$ cat src/refresh_sr_cfg.svh
`ifndef REFRESH_SR_CFG_SVH
`define REFRESH_SR_CFG_SVH
`define CLK_PERIOD_NS   100
`define TCKE_NS         5
`define TREFI_NS        7800
`define TXSDLL_CYC      768
`define MAX_SKEW_EDGES  4'h6
`define ADDR_CTRL       4'h0
`define ADDR_STATUS     4'h4
`define ADDR_ROW        4'h8
`define ADDR_SRCOUNT    4'hC
`define CTRL_RST        4'h3
`define CTRL_PARK       0
`define CTRL_DLLON      1
`define CTRL_CRC        2
`define CTRL_OTF        3
`define ST_INSR         0
`define ST_SUSPECT      1
`define ST_LOST         2
`define ST_RELOCK       3
`endif

$ cat src/refresh_sr_pkg.sv
package refresh_sr_pkg;
   typedef enum logic [1:0] {ST_NORMAL, ST_SREF, ST_RELOCK} srState_e;
   typedef enum logic [2:0] {CMD_DES, CMD_REF, CMD_SRE, CMD_ACT, CMD_WR, CMD_PRE,
                             CMD_OTHER} cmd_e;
endpackage

$ cat src/sref_timer.sv
`timescale 1ns/1ns
module sref_timer #(
   parameter int FIRST_CYC = 1,
   parameter int REFI_CYC  = 78
) (
   // Clock and reset
   input  wire logic sys_clk,
   input  wire logic rst,
   // Control and event
   input  wire logic run,
   output logic      tick
);
   localparam int CW = $clog2(REFI_CYC + FIRST_CYC + 1);

   if (FIRST_CYC < 1 || REFI_CYC < 2) begin : gBadParam
      $error("sref_timer: counts out of range");
   end

   logic [CW-1:0] cnt_r;
   logic [CW-1:0] cnt_nxt;
   logic          tick_nxt;

   // Reloads while idle so the first tick always lands FIRST_CYC after start
   always_comb begin
      tick_nxt = 1'b0;
      cnt_nxt  = CW'(FIRST_CYC - 1);
      if (run) begin
         if (cnt_r == '0) begin
            tick_nxt = 1'b1;
            cnt_nxt  = CW'(REFI_CYC - 1);
         end else begin
            cnt_nxt = cnt_r - 1'b1;
         end
      end
   end

   always_ff @(posedge sys_clk or posedge rst) begin
      if (rst) begin
         cnt_r <= '0;
         tick  <= 1'b0;
      end else begin
         cnt_r <= cnt_nxt;
         tick  <= tick_nxt;
      end
   end
endmodule // sref_timer

$ cat src/refresh_sr.sv
`timescale 1ns/1ns
`include "refresh_sr_cfg.svh"
// Overview of operation
// Strobe-faulted write may corrupt its data; device otherwise keeps working within limits.
// Reads and further writes after a faulted write are accepted; data may be wrong.
// Precharging all banks after a faulted write restores correct write data.
// Controller issues every refresh itself, averaging one per tREFI.
// REF decoded from command pins; row from internal counter, address ignored.
// Controller precharges all banks for tRP before refresh.
// Controller sends only deselects until tRFC has passed.
// Controller postpones at most 8/16/32 refreshes by mode.
// Controller keeps refresh gap within 9/17/33 intervals by mode.
// Pulled-in refreshes earn at most 8/16/32 credits by mode.
// Controller places at most 16/32/64 refreshes in the burst window.
// Self-refresh entry decoded as REF pattern with CKE low.
// Controller makes device idle with all timings met before entry.
// Controller sends deselect on edges just before and after entry.
// CKE held low keeps self-refresh; all other controls ignored meanwhile.
// Termination goes high impedance in self-refresh; park restored on exit.
// DLL switched off on entry, re-enabled with reset on exit.
// Built-in timer starts an internal refresh within tCKE of entry; code raises refreshStart 2 cycles (200 ns) after entry, tCKE being 5 ns.
// Controller honours tCKESR, tCKSRE and tCKSRX clock rules.
// Controller exits by raising CKE with deselect on stable clock.
// Controller waits tXS before most commands after exit.
// ZQ and listed mode writes may follow after tXSFast.
// Reads wait tXSDLL after exit for DLL relock.
// Controller takes tXS as tRFC plus 10 ns.
// One extra refresh is required before re-entering self-refresh.
// Controller keeps a bounded signed refresh debt counter per rank.
module refresh_sr
   import refresh_sr_pkg::*;
#(
   parameter int ROW_W     = 15,
   parameter int XSDLL_CYC = `TXSDLL_CYC
) (
   // Clock and reset
   input  wire logic             sys_clk,
   input  wire logic             rst,
   // Command pins
   input  wire logic             csN,
   input  wire logic             actN,
   input  wire logic             rasN,
   input  wire logic             casN,
   input  wire logic             weN,
   input  wire logic             cke,
   input  wire logic             a10,
   input  wire logic [3:0]       bankAddr,
   // Write strobe checker
   input  wire logic             strobeFault,
   input  wire logic [3:0]       strobeSkew,
   // Register port
   input  wire logic [3:0]       regAddr,
   input  wire logic [31:0]      regWdata,
   input  wire logic             regWr,
   input  wire logic             regRd,
   output logic [31:0]           regRdata,
   // Array and analog controls
   output logic                  refreshStart,
   output logic [ROW_W-1:0]      refreshRow,
   output logic                  inSelfRefresh,
   output logic                  rttHiZ,
   output logic                  rttPark,
   output logic                  dllEnable,
   output logic                  dllReset,
   output logic                  wrSuspect,
   output logic                  recoveryLost
);
   localparam int TCKE_CYC = (`TCKE_NS / `CLK_PERIOD_NS) < 1 ? 1 : `TCKE_NS / `CLK_PERIOD_NS;
   localparam int REFI_CYC = `TREFI_NS / `CLK_PERIOD_NS;
   localparam int TCKE_A   = TCKE_CYC + 1;
   localparam int RW       = $clog2(XSDLL_CYC + 1);

   if (ROW_W < 1 || ROW_W > 32 || XSDLL_CYC < 1) begin : gBadParam
      $error("refresh_sr: parameter out of range");
   end

   function automatic cmd_e decodeCmd(input logic cs, act, ras, cas, we, ck);
      if (cs)
         return CMD_DES;
      else if (!act)
         return CMD_ACT;
      else if (!ras && !cas && we)
         return ck ? CMD_REF : CMD_SRE;
      else if (!ras && cas && !we)
         return CMD_PRE;
      else if (ras && !cas && !we)
         return CMD_WR;
      else
         return CMD_OTHER;
   endfunction

   srState_e         state_r, state_nxt;
   cmd_e             cmd;
   logic [3:0]       ctrl_r, ctrl_nxt;
   logic [15:0]      bankOpen_r, bankOpen_nxt;
   logic             sawPre_r, sawPre_nxt;
   logic [RW-1:0]    relock_r, relock_nxt;
   logic [15:0]      srCount_r, srCount_nxt;
   logic [ROW_W-1:0] row_nxt;
   logic             refS_nxt, suspect_nxt, lost_nxt, faultOk, tick;
   logic             hiZ_nxt, park_nxt, dllEn_nxt, dllRst_nxt;
   logic [31:0]      rdata_nxt;

   sref_timer #(.FIRST_CYC(TCKE_CYC), .REFI_CYC(REFI_CYC)) i_sref_timer (
      .sys_clk (sys_clk),
      .rst     (rst),
      .run     (state_r == ST_SREF),
      .tick    (tick)
   );

   assign cmd = decodeCmd(csN, actN, rasN, casN, weN, cke);
   // Fault is recoverable only inside the skew window and with CRC and OTF off
   assign faultOk = strobeFault && strobeSkew <= `MAX_SKEW_EDGES
                    && !ctrl_r[`CTRL_CRC] && !ctrl_r[`CTRL_OTF];

   always_comb begin
      state_nxt    = state_r;
      row_nxt      = refreshRow;
      refS_nxt     = 1'b0;
      relock_nxt   = relock_r;
      srCount_nxt  = srCount_r;
      bankOpen_nxt = bankOpen_r;
      sawPre_nxt   = sawPre_r;
      suspect_nxt  = wrSuspect;
      lost_nxt     = recoveryLost || (strobeFault && !faultOk);
      hiZ_nxt      = rttHiZ;
      park_nxt     = rttPark;
      dllEn_nxt    = dllEnable;
      dllRst_nxt   = 1'b0;
      case (state_r)
         ST_SREF: begin
            // Only CKE matters here; the command pins are still decoded, but the result is ignored
            if (tick) begin
               refS_nxt    = 1'b1;
               row_nxt     = refreshRow + 1'b1;
               srCount_nxt = srCount_r + 1'b1;
            end
            if (cke) begin
               state_nxt  = ST_RELOCK;
               relock_nxt = RW'(XSDLL_CYC - 1);
               hiZ_nxt    = 1'b0;
               park_nxt   = ctrl_r[`CTRL_PARK];
               dllEn_nxt  = 1'b1;
               dllRst_nxt = ctrl_r[`CTRL_DLLON];
            end
         end
         default: begin
            if (state_r == ST_RELOCK) begin
               if (relock_r == '0)
                  state_nxt = ST_NORMAL;
               else
                  relock_nxt = relock_r - 1'b1;
            end
            case (cmd)
               CMD_REF: begin
                  refS_nxt = 1'b1;
                  row_nxt  = refreshRow + 1'b1;
               end
               CMD_SRE: begin
                  state_nxt = ST_SREF;
                  hiZ_nxt   = 1'b1;
                  park_nxt  = 1'b0;
                  if (ctrl_r[`CTRL_DLLON])
                     dllEn_nxt = 1'b0;
               end
               CMD_ACT:
                  bankOpen_nxt[bankAddr] = 1'b1;
               CMD_PRE: begin
                  if (a10)
                     bankOpen_nxt = '0;
                  else
                     bankOpen_nxt[bankAddr] = 1'b0;
                  sawPre_nxt = wrSuspect;
               end
               default: ;
            endcase
            // Reads and later writes pass untouched; only the flag tracks risk
            if (sawPre_nxt && bankOpen_nxt == '0) begin
               suspect_nxt = 1'b0;
               sawPre_nxt  = 1'b0;
            end
            if (faultOk) begin
               suspect_nxt = 1'b1;
               sawPre_nxt  = 1'b0;
            end
         end
      endcase
   end

   always_ff @(posedge sys_clk or posedge rst) begin
      if (rst) begin
         state_r       <= ST_NORMAL;
         refreshRow    <= '0;
         refreshStart  <= 1'b0;
         relock_r      <= '0;
         srCount_r     <= '0;
         bankOpen_r    <= '0;
         sawPre_r      <= 1'b0;
         wrSuspect     <= 1'b0;
         recoveryLost  <= 1'b0;
         rttHiZ        <= 1'b0;
         rttPark       <= 1'b1;
         dllEnable     <= 1'b1;
         dllReset      <= 1'b0;
         inSelfRefresh <= 1'b0;
      end else begin
         state_r       <= state_nxt;
         refreshRow    <= row_nxt;
         refreshStart  <= refS_nxt;
         relock_r      <= relock_nxt;
         srCount_r     <= srCount_nxt;
         bankOpen_r    <= bankOpen_nxt;
         sawPre_r      <= sawPre_nxt;
         wrSuspect     <= suspect_nxt;
         recoveryLost  <= lost_nxt;
         rttHiZ        <= hiZ_nxt;
         rttPark       <= park_nxt;
         dllEnable     <= dllEn_nxt;
         dllReset      <= dllRst_nxt;
         inSelfRefresh <= state_nxt == ST_SREF;
      end
   end

   // Register port; read data stand only in the cycle after the strobe
   always_comb begin
      ctrl_nxt  = ctrl_r;
      rdata_nxt = 32'h0000_0000;
      if (regWr && regAddr == `ADDR_CTRL)
         ctrl_nxt = regWdata[3:0];
      if (regRd) begin
         if (regAddr == `ADDR_CTRL)
            rdata_nxt = {28'h0000000, ctrl_r};
         else if (regAddr == `ADDR_STATUS)
            rdata_nxt = {28'h0000000, state_r == ST_RELOCK, recoveryLost, wrSuspect,
                         inSelfRefresh};
         else if (regAddr == `ADDR_ROW)
            rdata_nxt = 32'(refreshRow);
         else if (regAddr == `ADDR_SRCOUNT)
            rdata_nxt = {16'h0000, srCount_r};
      end
   end

   always_ff @(posedge sys_clk or posedge rst) begin
      if (rst) begin
         ctrl_r   <= `CTRL_RST;
         regRdata <= 32'h0000_0000;
      end else begin
         ctrl_r   <= ctrl_nxt;
         regRdata <= rdata_nxt;
      end
   end
endmodule // refresh_sr

$ cat config.mk
export PLATFORM = sky130hd
export DESIGN_NAME = refresh_sr
export DESIGN_NICKNAME = d
export VERILOG_FILES = /design/src/refresh_sr_pkg.sv /design/src/sref_timer.sv /design/src/refresh_sr.sv
export VERILOG_INCLUDE_DIRS = /design/src
export SDC_FILE = /design/constraint.sdc
export NUM_CORES = 1
export LEC_CHECK = 0
export BUFFER_PORTS_ARGS = -buffer_cell sky130_fd_sc_hd__buf_2
export CAP_MARGIN = 40
export CORE_ASPECT_RATIO = 1.5
export CORE_MARGIN = 4
export CORE_UTILIZATION = 29
export CTS_CLUSTER_DIAMETER = 120
export DETAILED_ROUTE_END_ITERATION = 16
export HOLD_SLACK_MARGIN = 0.03
export PLACE_DENSITY = 0.6
export SLEW_MARGIN = 20
export SYNTH_ARGS = -nofsm -noshare
export SYNTH_HDL_FRONTEND = slang
export SYNTH_SLANG_ARGS = --single-unit
$ cat constraint.sdc
create_clock -name sys_clk -period 3.4 [get_ports sys_clk]
set_clock_uncertainty 0.05 [all_clocks]
set_input_delay 0.51 -clock sys_clk [delete_from_list [all_inputs] [get_ports sys_clk]]
set_output_delay 0.51 -clock sys_clk [all_outputs]
set_load 0.005 [all_outputs]
Yosys cells after proc, flatten, opt, wreduce, memory -nomap -nowiden

Cells that the tools add are included.

Add/sub/neg operators: 4
Multipliers: 0
Divide/modulo/power cells: 0
Magnitude comparators: 3
Equality and inequality tests: 13
Shift operators: 0
Mux-type cells: 53
Bitwise gates (word level): 4
Reduce and logical (&&, ||, !) cells: 35

Operators with widths:

| kind                                               | count |
|---|---|
| two-way mux 16 bit                                 | 7 |
| two-way mux 15 bit                                 | 3 |
| two-way mux 10 bit                                 | 4 |
| one-hot mux 16 bit (2 select lines)                | 1 |
| two-way mux 1 bit                                  | 24 |
| adder 16 x 1 -> 16 bit, second input constant      | 1 |
| AND 16 bit                                         | 1 |
| logical NOT 16 bit                                 | 1 |
| two-way mux 2 bit                                  | 8 |
| NOT 16 bit                                         | 1 |
| OR 16 bit                                          | 1 |
| adder 15 x 1 -> 15 bit, second input constant      | 1 |
| two-way mux 7 bit                                  | 2 |
| logical AND 1 bit                                  | 13 |
| logical NOT 10 bit                                 | 1 |
| nonzero test 2 bit                                 | 5 |
| subtractor 10 x 1 -> 10 bit, second input constant | 1 |
| two-way mux 3 bit                                  | 3 |
| == test 4 bit, second input constant               | 2 |
| AND reduction 2 bit                                | 4 |
| logical NOT 7 bit                                  | 1 |
| subtractor 7 x 1 -> 7 bit, second input constant   | 1 |
| == test 3 x 2 -> 1 bit, second input constant      | 2 |
| logical NOT 1 bit                                  | 6 |
| 15 further kinds                                   | 18 |

Bits in registers: 112
Bits in latches: 0
RAM bits: 0
Memory bits (read-only): 0
Bits of input ports: 56
Output and inout bits: 55
Logic and storage cells: 130
Memories kept: 0

Depth between registers and ports, before layout

Word-level depth: 15
Mapped depth: 10
Mapped depth without buffers: 9

Hierarchy

A second synthesis with hierarchy kept.

Cell total of the unflattened synthesis: 491
Area total of the unflattened synthesis: 4825.9 um2

By module, submodules not included:

| module     | times used | cells each | area each (um2) | seq. area each (um2) |
|---|---|---|---|---|
| refresh_sr | 1          | 453        | 4436.8          | 2207.1 |
| sref_timer | 1          | 38         | 389.1           | 200.2 |

Least setup slack after synthesis

OpenSTA, ideal clock, no wires.

Kind: input-to-reg
From: input bankAddr[0]
To: register sawPre_r
Library setup time: 0.122 ns
Data arrival time: 2.157 ns
Required time: 3.228 ns
Setup slack: 1.071 ns
Cell stages on the path: 7
Path buffers: 0
Cell sequence: and4b_1 -> or4_1 -> a222oi_1 -> o211ai_1 -> nor4_1 -> nand4b_1 -> a32o_1

Word-level cells in the longest chain between the ends: 13
Elaborated cells on any way between the ends: 15
Those cells by class: order compare: 2; mux: 7; bitwise: 3; reduce/logical: 3

RTL lines:

| element                                                                                                         | line                                 | text |
|---|---|---|
| from (decl)                                                                                                     | refresh_sr.sv:47                     | `input wire logic [3:0] bankAddr,` |
| < comparator 4 x 5 -> 1 bit (implied by the code) or greater-or-equal comparator 4 x 1 -> 1 bit (tied branches) | refresh_sr.sv:167, refresh_sr.sv:172 |  |
| logical AND 1 bit (implied by the code)                                                                         | refresh_sr.sv:167, refresh_sr.sv:172 |  |
| two-way mux 1 bit (implied by the code)                                                                         | refresh_sr.sv:167, refresh_sr.sv:172 |  |
| demux 1 bit (select 4 bit) *                                                                                    | refresh_sr.sv:167, refresh_sr.sv:172 |  |
| NOT 16 bit (no source line)                                                                                     | n/a                                  |  |
| AND 16 bit (no source line)                                                                                     | n/a                                  |  |
| two-way mux 16 bit                                                                                              | refresh_sr.sv:169                    | `if (a10)` |
| one-hot mux 16 bit (2 select lines) *                                                                           | refresh_sr.sv:154                    | `case (cmd)` |
| two-way mux 16 bit *                                                                                            | refresh_sr.sv:130                    | `case (state_r)` |
| logical NOT 16 bit *                                                                                            | refresh_sr.sv:178                    | `if (sawPre_nxt && bankOpen_nxt == '0) begin` |
| logical AND 1 bit *                                                                                             | refresh_sr.sv:178                    |  |
| two-way mux 1 bit *                                                                                             | refresh_sr.sv:178                    |  |
| two-way mux 1 bit *                                                                                             | refresh_sr.sv:182                    | `if (faultOk) begin` |
| to (signal assigned)                                                                                            | refresh_sr.sv:213                    | `sawPre_r <= sawPre_nxt;` |
| to (decl)                                                                                                       | refresh_sr.sv:96                     | `logic sawPre_r, sawPre_nxt;` |

Every way passes the cells marked *; elsewhere a longest branch is shown, timed or not. The select of a mux whose other input is x is not followed.
A chain may end at the register's enable or synchronous reset.

Worst setup path after layout

From: register state_r[1]
To: register srCount_r[13]

Word-level cells in the longest chain between the ends: 2

RTL lines:

| element                              | line              | text |
|---|---|---|
| from (decl)                          | refresh_sr.sv:92  | `srState_e state_r, state_nxt;` |
| from (signal assigned)               | refresh_sr.sv:207 | `state_r <= state_nxt;` |
| == test 2 x 1 -> 1 bit               | refresh_sr.sv:130 |  |
| AND reduction 2 bit (no source line) | n/a               |  |
| to (signal assigned)                 | refresh_sr.sv:211 | `srCount_r <= srCount_nxt;` |
| to (decl)                            | refresh_sr.sv:98  | `logic [15:0] srCount_r, srCount_nxt;` |

Every way passes these cells.

==> flow_summary_export.csv <==
group,metric,value,unit
run_status,status,"completed",
place,dpl.hpwl,8157,um
place,place_area,5240,um2
setup_path,cpPeakStageDelay,0.47,ns
timing,fin_hold_ws,0.06751,ns
cts,clk_pin_slew_worst_paths,0.07,ns
cts,clockRootBuffer,"clkbuf_16",
timing,max_freq,388.4,MHz
pwr,pwr_density_cell,496.8,nW/um2
layout,final_area,5534,um2
setup_path,crit_family,"simple AND/OR/NAND/NOR gates",
layout,area_growth,17.35,%
pwr,seqPwrFrac,49.9,%
setup_path,setup.worst_path.class,"flop to flop",
logic_synthesis,synth_flop_cell,"dfrtp_1",
place,gp_congestion,0.8639,
layout,final_layout_size_suffix_gt1_share,20.78,%
die,die_x,112.1,um
cts,cts_htree_levels,3,
setup_path,critical_path_buf_inv_count,1,
cts,clk_latency,0.34,ns
pwr,p_comb_share,13.6,%
setup_path,cp.required,3.58,ns
die,core_area,15840,um2
timing,setup_viol,0,
timing,finalCritPeriodShare,75.73,%
detailed_routing,wl_per_cell,14.80,um
logic_synthesis,synth-edff-count,0,
cts,cts_tree,"yes",
timing,fin_ws,0.8250,ns
cts,cts-buffers-inserted,9,
detailed_routing,via_count,3669,
timing,slew_headroom,50.30,%
logic_synthesis,ys_types,56,
pwr,ir_drop,0.2498,mV
grt,grt_overflow_total,0,
cts,cts_resized,0,
place,post-place-ws,0.4897,ns
timing,tightest_slew,0.7427,ns
grt,grt_max_degree,49,
die,rows,56,
detailed_routing,drt-total-wl,10980,um
setup_path,cp.arrival,2.75,ns
timing,hold_viol_final,0,
logic_synthesis,synth-seq-cells,96,
layout,nFillCells,1655,
cts,cts_num_sinks,96,
logic_synthesis,synth-seq-area-share,51.05,%
die,dieHeight,164.2,um
logic_synthesis,synth_area,4716,um2
layout,final-instance-count-excl-fill,742,
layout,num_antenna_cells,0,
detailed_routing,drt-initial-drc-count,187,
layout,fin_util,34.95,%
logic_synthesis,postSynthAreaPerCell,10.05,um2
detailed_routing,viasPerCell,4.945,
grt,grt_pass1_wl,18560,um
place,place_inst,726,
die,dieArea,18410,um2
die,io_pins,111,
pwr,power_leakage,2.596,nW
grt,grt_pass1_vias,3727,
setup_path,path_common_cell,"nand3_1",
timing,rsz0062_at_grt,"no",
detailed_routing,drc,0,
grt,grt_usage,12.33,%
pwr,p_sw,0.7952,mW
job,cap_violations,0,
pwr,total_power,2.749,mW
place,io_buffers,66,
setup_path,crit_path_start_kind,"flop",
detailed_routing,first_pass_iters,4,
setup_path,end_kind,"flop",
pwr,swShare,28.93,%
timing,maxSlewViolCount,0,
setup_path,path_cells,"inv_1 -> ha_1 -> nand3_1 -> nor3_1 -> and3_1 -> nand3_1 -> nor2_1 -> nand4_1 -> xnor2_1",
layout,fin_nets,596,
setup_path,slowest_stage,"ha_1",
cts,post-cts-setup-buffers,0,
logic_synthesis,synthesis.instances,469,
cts,clockBufferDepth,2,
cts,hold_buffers,0,
logic_synthesis,synth_warnings,0,
logic_synthesis,postSynth.asyncResetShare,100.0,%
timing,tns,0,ns
timing,period_minus_slack,2.575,ns
die,initial_utilization,29.78,%
pwr,p_int,1.954,mW
hold_path,hold_path_class,"primary input to asynchronous set/reset pin",
grt,antenna_found_initial,0,
detailed_routing,ant_nets,0,
setup_path,crit_fanout,11,
pwr,clkPwrFrac,36.5,%
## logic make-up (layout without fill, tap and decap cells)
| group | count (synthesis) | count (layout) | synth area share [%] |
|---|---|---|---|
| other | 1 | 16 | 0.07952 |
| AO/OA/AOI/OAI | 103 | 103 | 14.12 |
| multiplexers | 19 | 19 | 4.325 |
| adder cells (fa/ha/maj) | 6 | 6 | 1.592 |
| buffers and inverters | 42 | 97 | 4.617 |
| AND/OR/NAND/NOR | 164 | 164 | 17.17 |
| flip-flops | 96 | 96 | 51.05 |
| XOR/XNOR | 38 | 38 | 7.058 |
## cell usage after synthesis, types with 13 or more instances
cell	number	area share, %
xnor2_1	23	4.3
buf_4	16	2.5
o21ai_0	21	2.2
xor2_1	15	2.8
and3_1	13	1.7
nand2_1	40	3.2
dfrtp_1	92	49
clkbuf_1	14	1.1
a21oi_1	32	3.4
nand3_1	16	1.7
nor2_1	50	4.0
## sequential cells by signal, summed over array words and instances, names as in the netlist
signal	flops
bankOpen_r	16
regRdata	16
srCount_r	16
refreshRow	15
relock_r	10
i_sref_timer.cnt_r	7
ctrl_r	4
state_r	2
dllEnable	1
dllReset	1
i_sref_timer.tick	1
inSelfRefresh	1
recoveryLost	1
refreshStart	1
rttHiZ	1
rttPark	1
sawPre_r	1
wrSuspect	1
## cells in the final DEF (no fill, tap or decap), drive strengths merged, types with 3 or more instances in the layout
master  Yosys  final
nand3      16     16
ha          6      6
nor2       50     50
a31oi      10     10
nor4b       3      3
conb        1     16
xnor2      23     23
nand2      40     40
a22oi      11     11
xor2       15     15
nor4        3      3
a31o        3      3
mux2       11     11
nor2b       5      5
a21oi      32     32
and2        3      3
nor3        6      6
dfrtp      92     92
or2         3      3
buf        18     71
o211ai      3      3
and3       13     13
clkbuf     14      9
mux2i       8      8
nand2b      4      4
o31ai       5      5
nand4       6      6
o21ai      21     21
inv        10     15
dfstp       4      4
## routing by layer
| layer | global-route usage [%] | routed length (um) | vias up |
|---|---|---|---|
| li1 | - | - | 1762 |
| met2 | 21.27 | 5606 | 94 |
| met1 | 15.22 | 4664 | 1799 |
| met5 | 0 | 0 | - |
| met3 | 2.912 | 520 | 14 |
| met4 | 3.937 | 188 | 0 |
## power by group through the flow
stage          registers [mW]  logic, mW  clock network, mW
6_report                 1.37      0.373               1.00
5_1_grt                  1.39      0.428               1.10
4_1_cts                  1.38      0.378               1.04
3_5_place_dp             1.40      0.378                  0
3_3_place_gp             1.39      0.356                  0
2_1_floorplan            1.36      0.280                  0
## worst paths after layout
check / startpoint / end / slack (ns) / depth (start not counted)
worst max-delay path: state_r[1]$_DFF_PP0_ / srCount_r[13]$_DFFE_PP0P_ / 0.83 / 9
worst min register to register: srCount_r[15]$_DFFE_PP0P_ / srCount_r[15]$_DFFE_PP0P_ / 0.43 / 1
worst max register to register: state_r[1]$_DFF_PP0_ / srCount_r[13]$_DFFE_PP0P_ / 0.83 / 9
max in group asynchronous: rst / ctrl_r[1]$_DFFE_PP1P_ / 2.37 / 4
min in group sys_clk: strobeFault / recoveryLost$_DFF_PP0_ / 0.33 / 2
worst min-delay path: rst / refreshRow[6]$_DFFE_PP0P_ / 0.07 / 2
## final cells by class
| cell class | count | area [um2] | share of cell area [%] |
|---|---|---|---|
| flip-flops and latches | 96 | 2407 | 43.50 |
| multi-input cells | 346 | 2147 | 38.80 |
| repair buffers | 71 | 392.9 | 7.099 |
| well taps | 203 | 254.0 | 4.590 |
| clock buffers | 9 | 225.2 | 4.070 |
| clock inverters | 7 | 68.82 | 1.243 |
| inverters | 10 | 38.79 | 0.7009 |
Note: power is estimated with default switching activity, not from simulation.
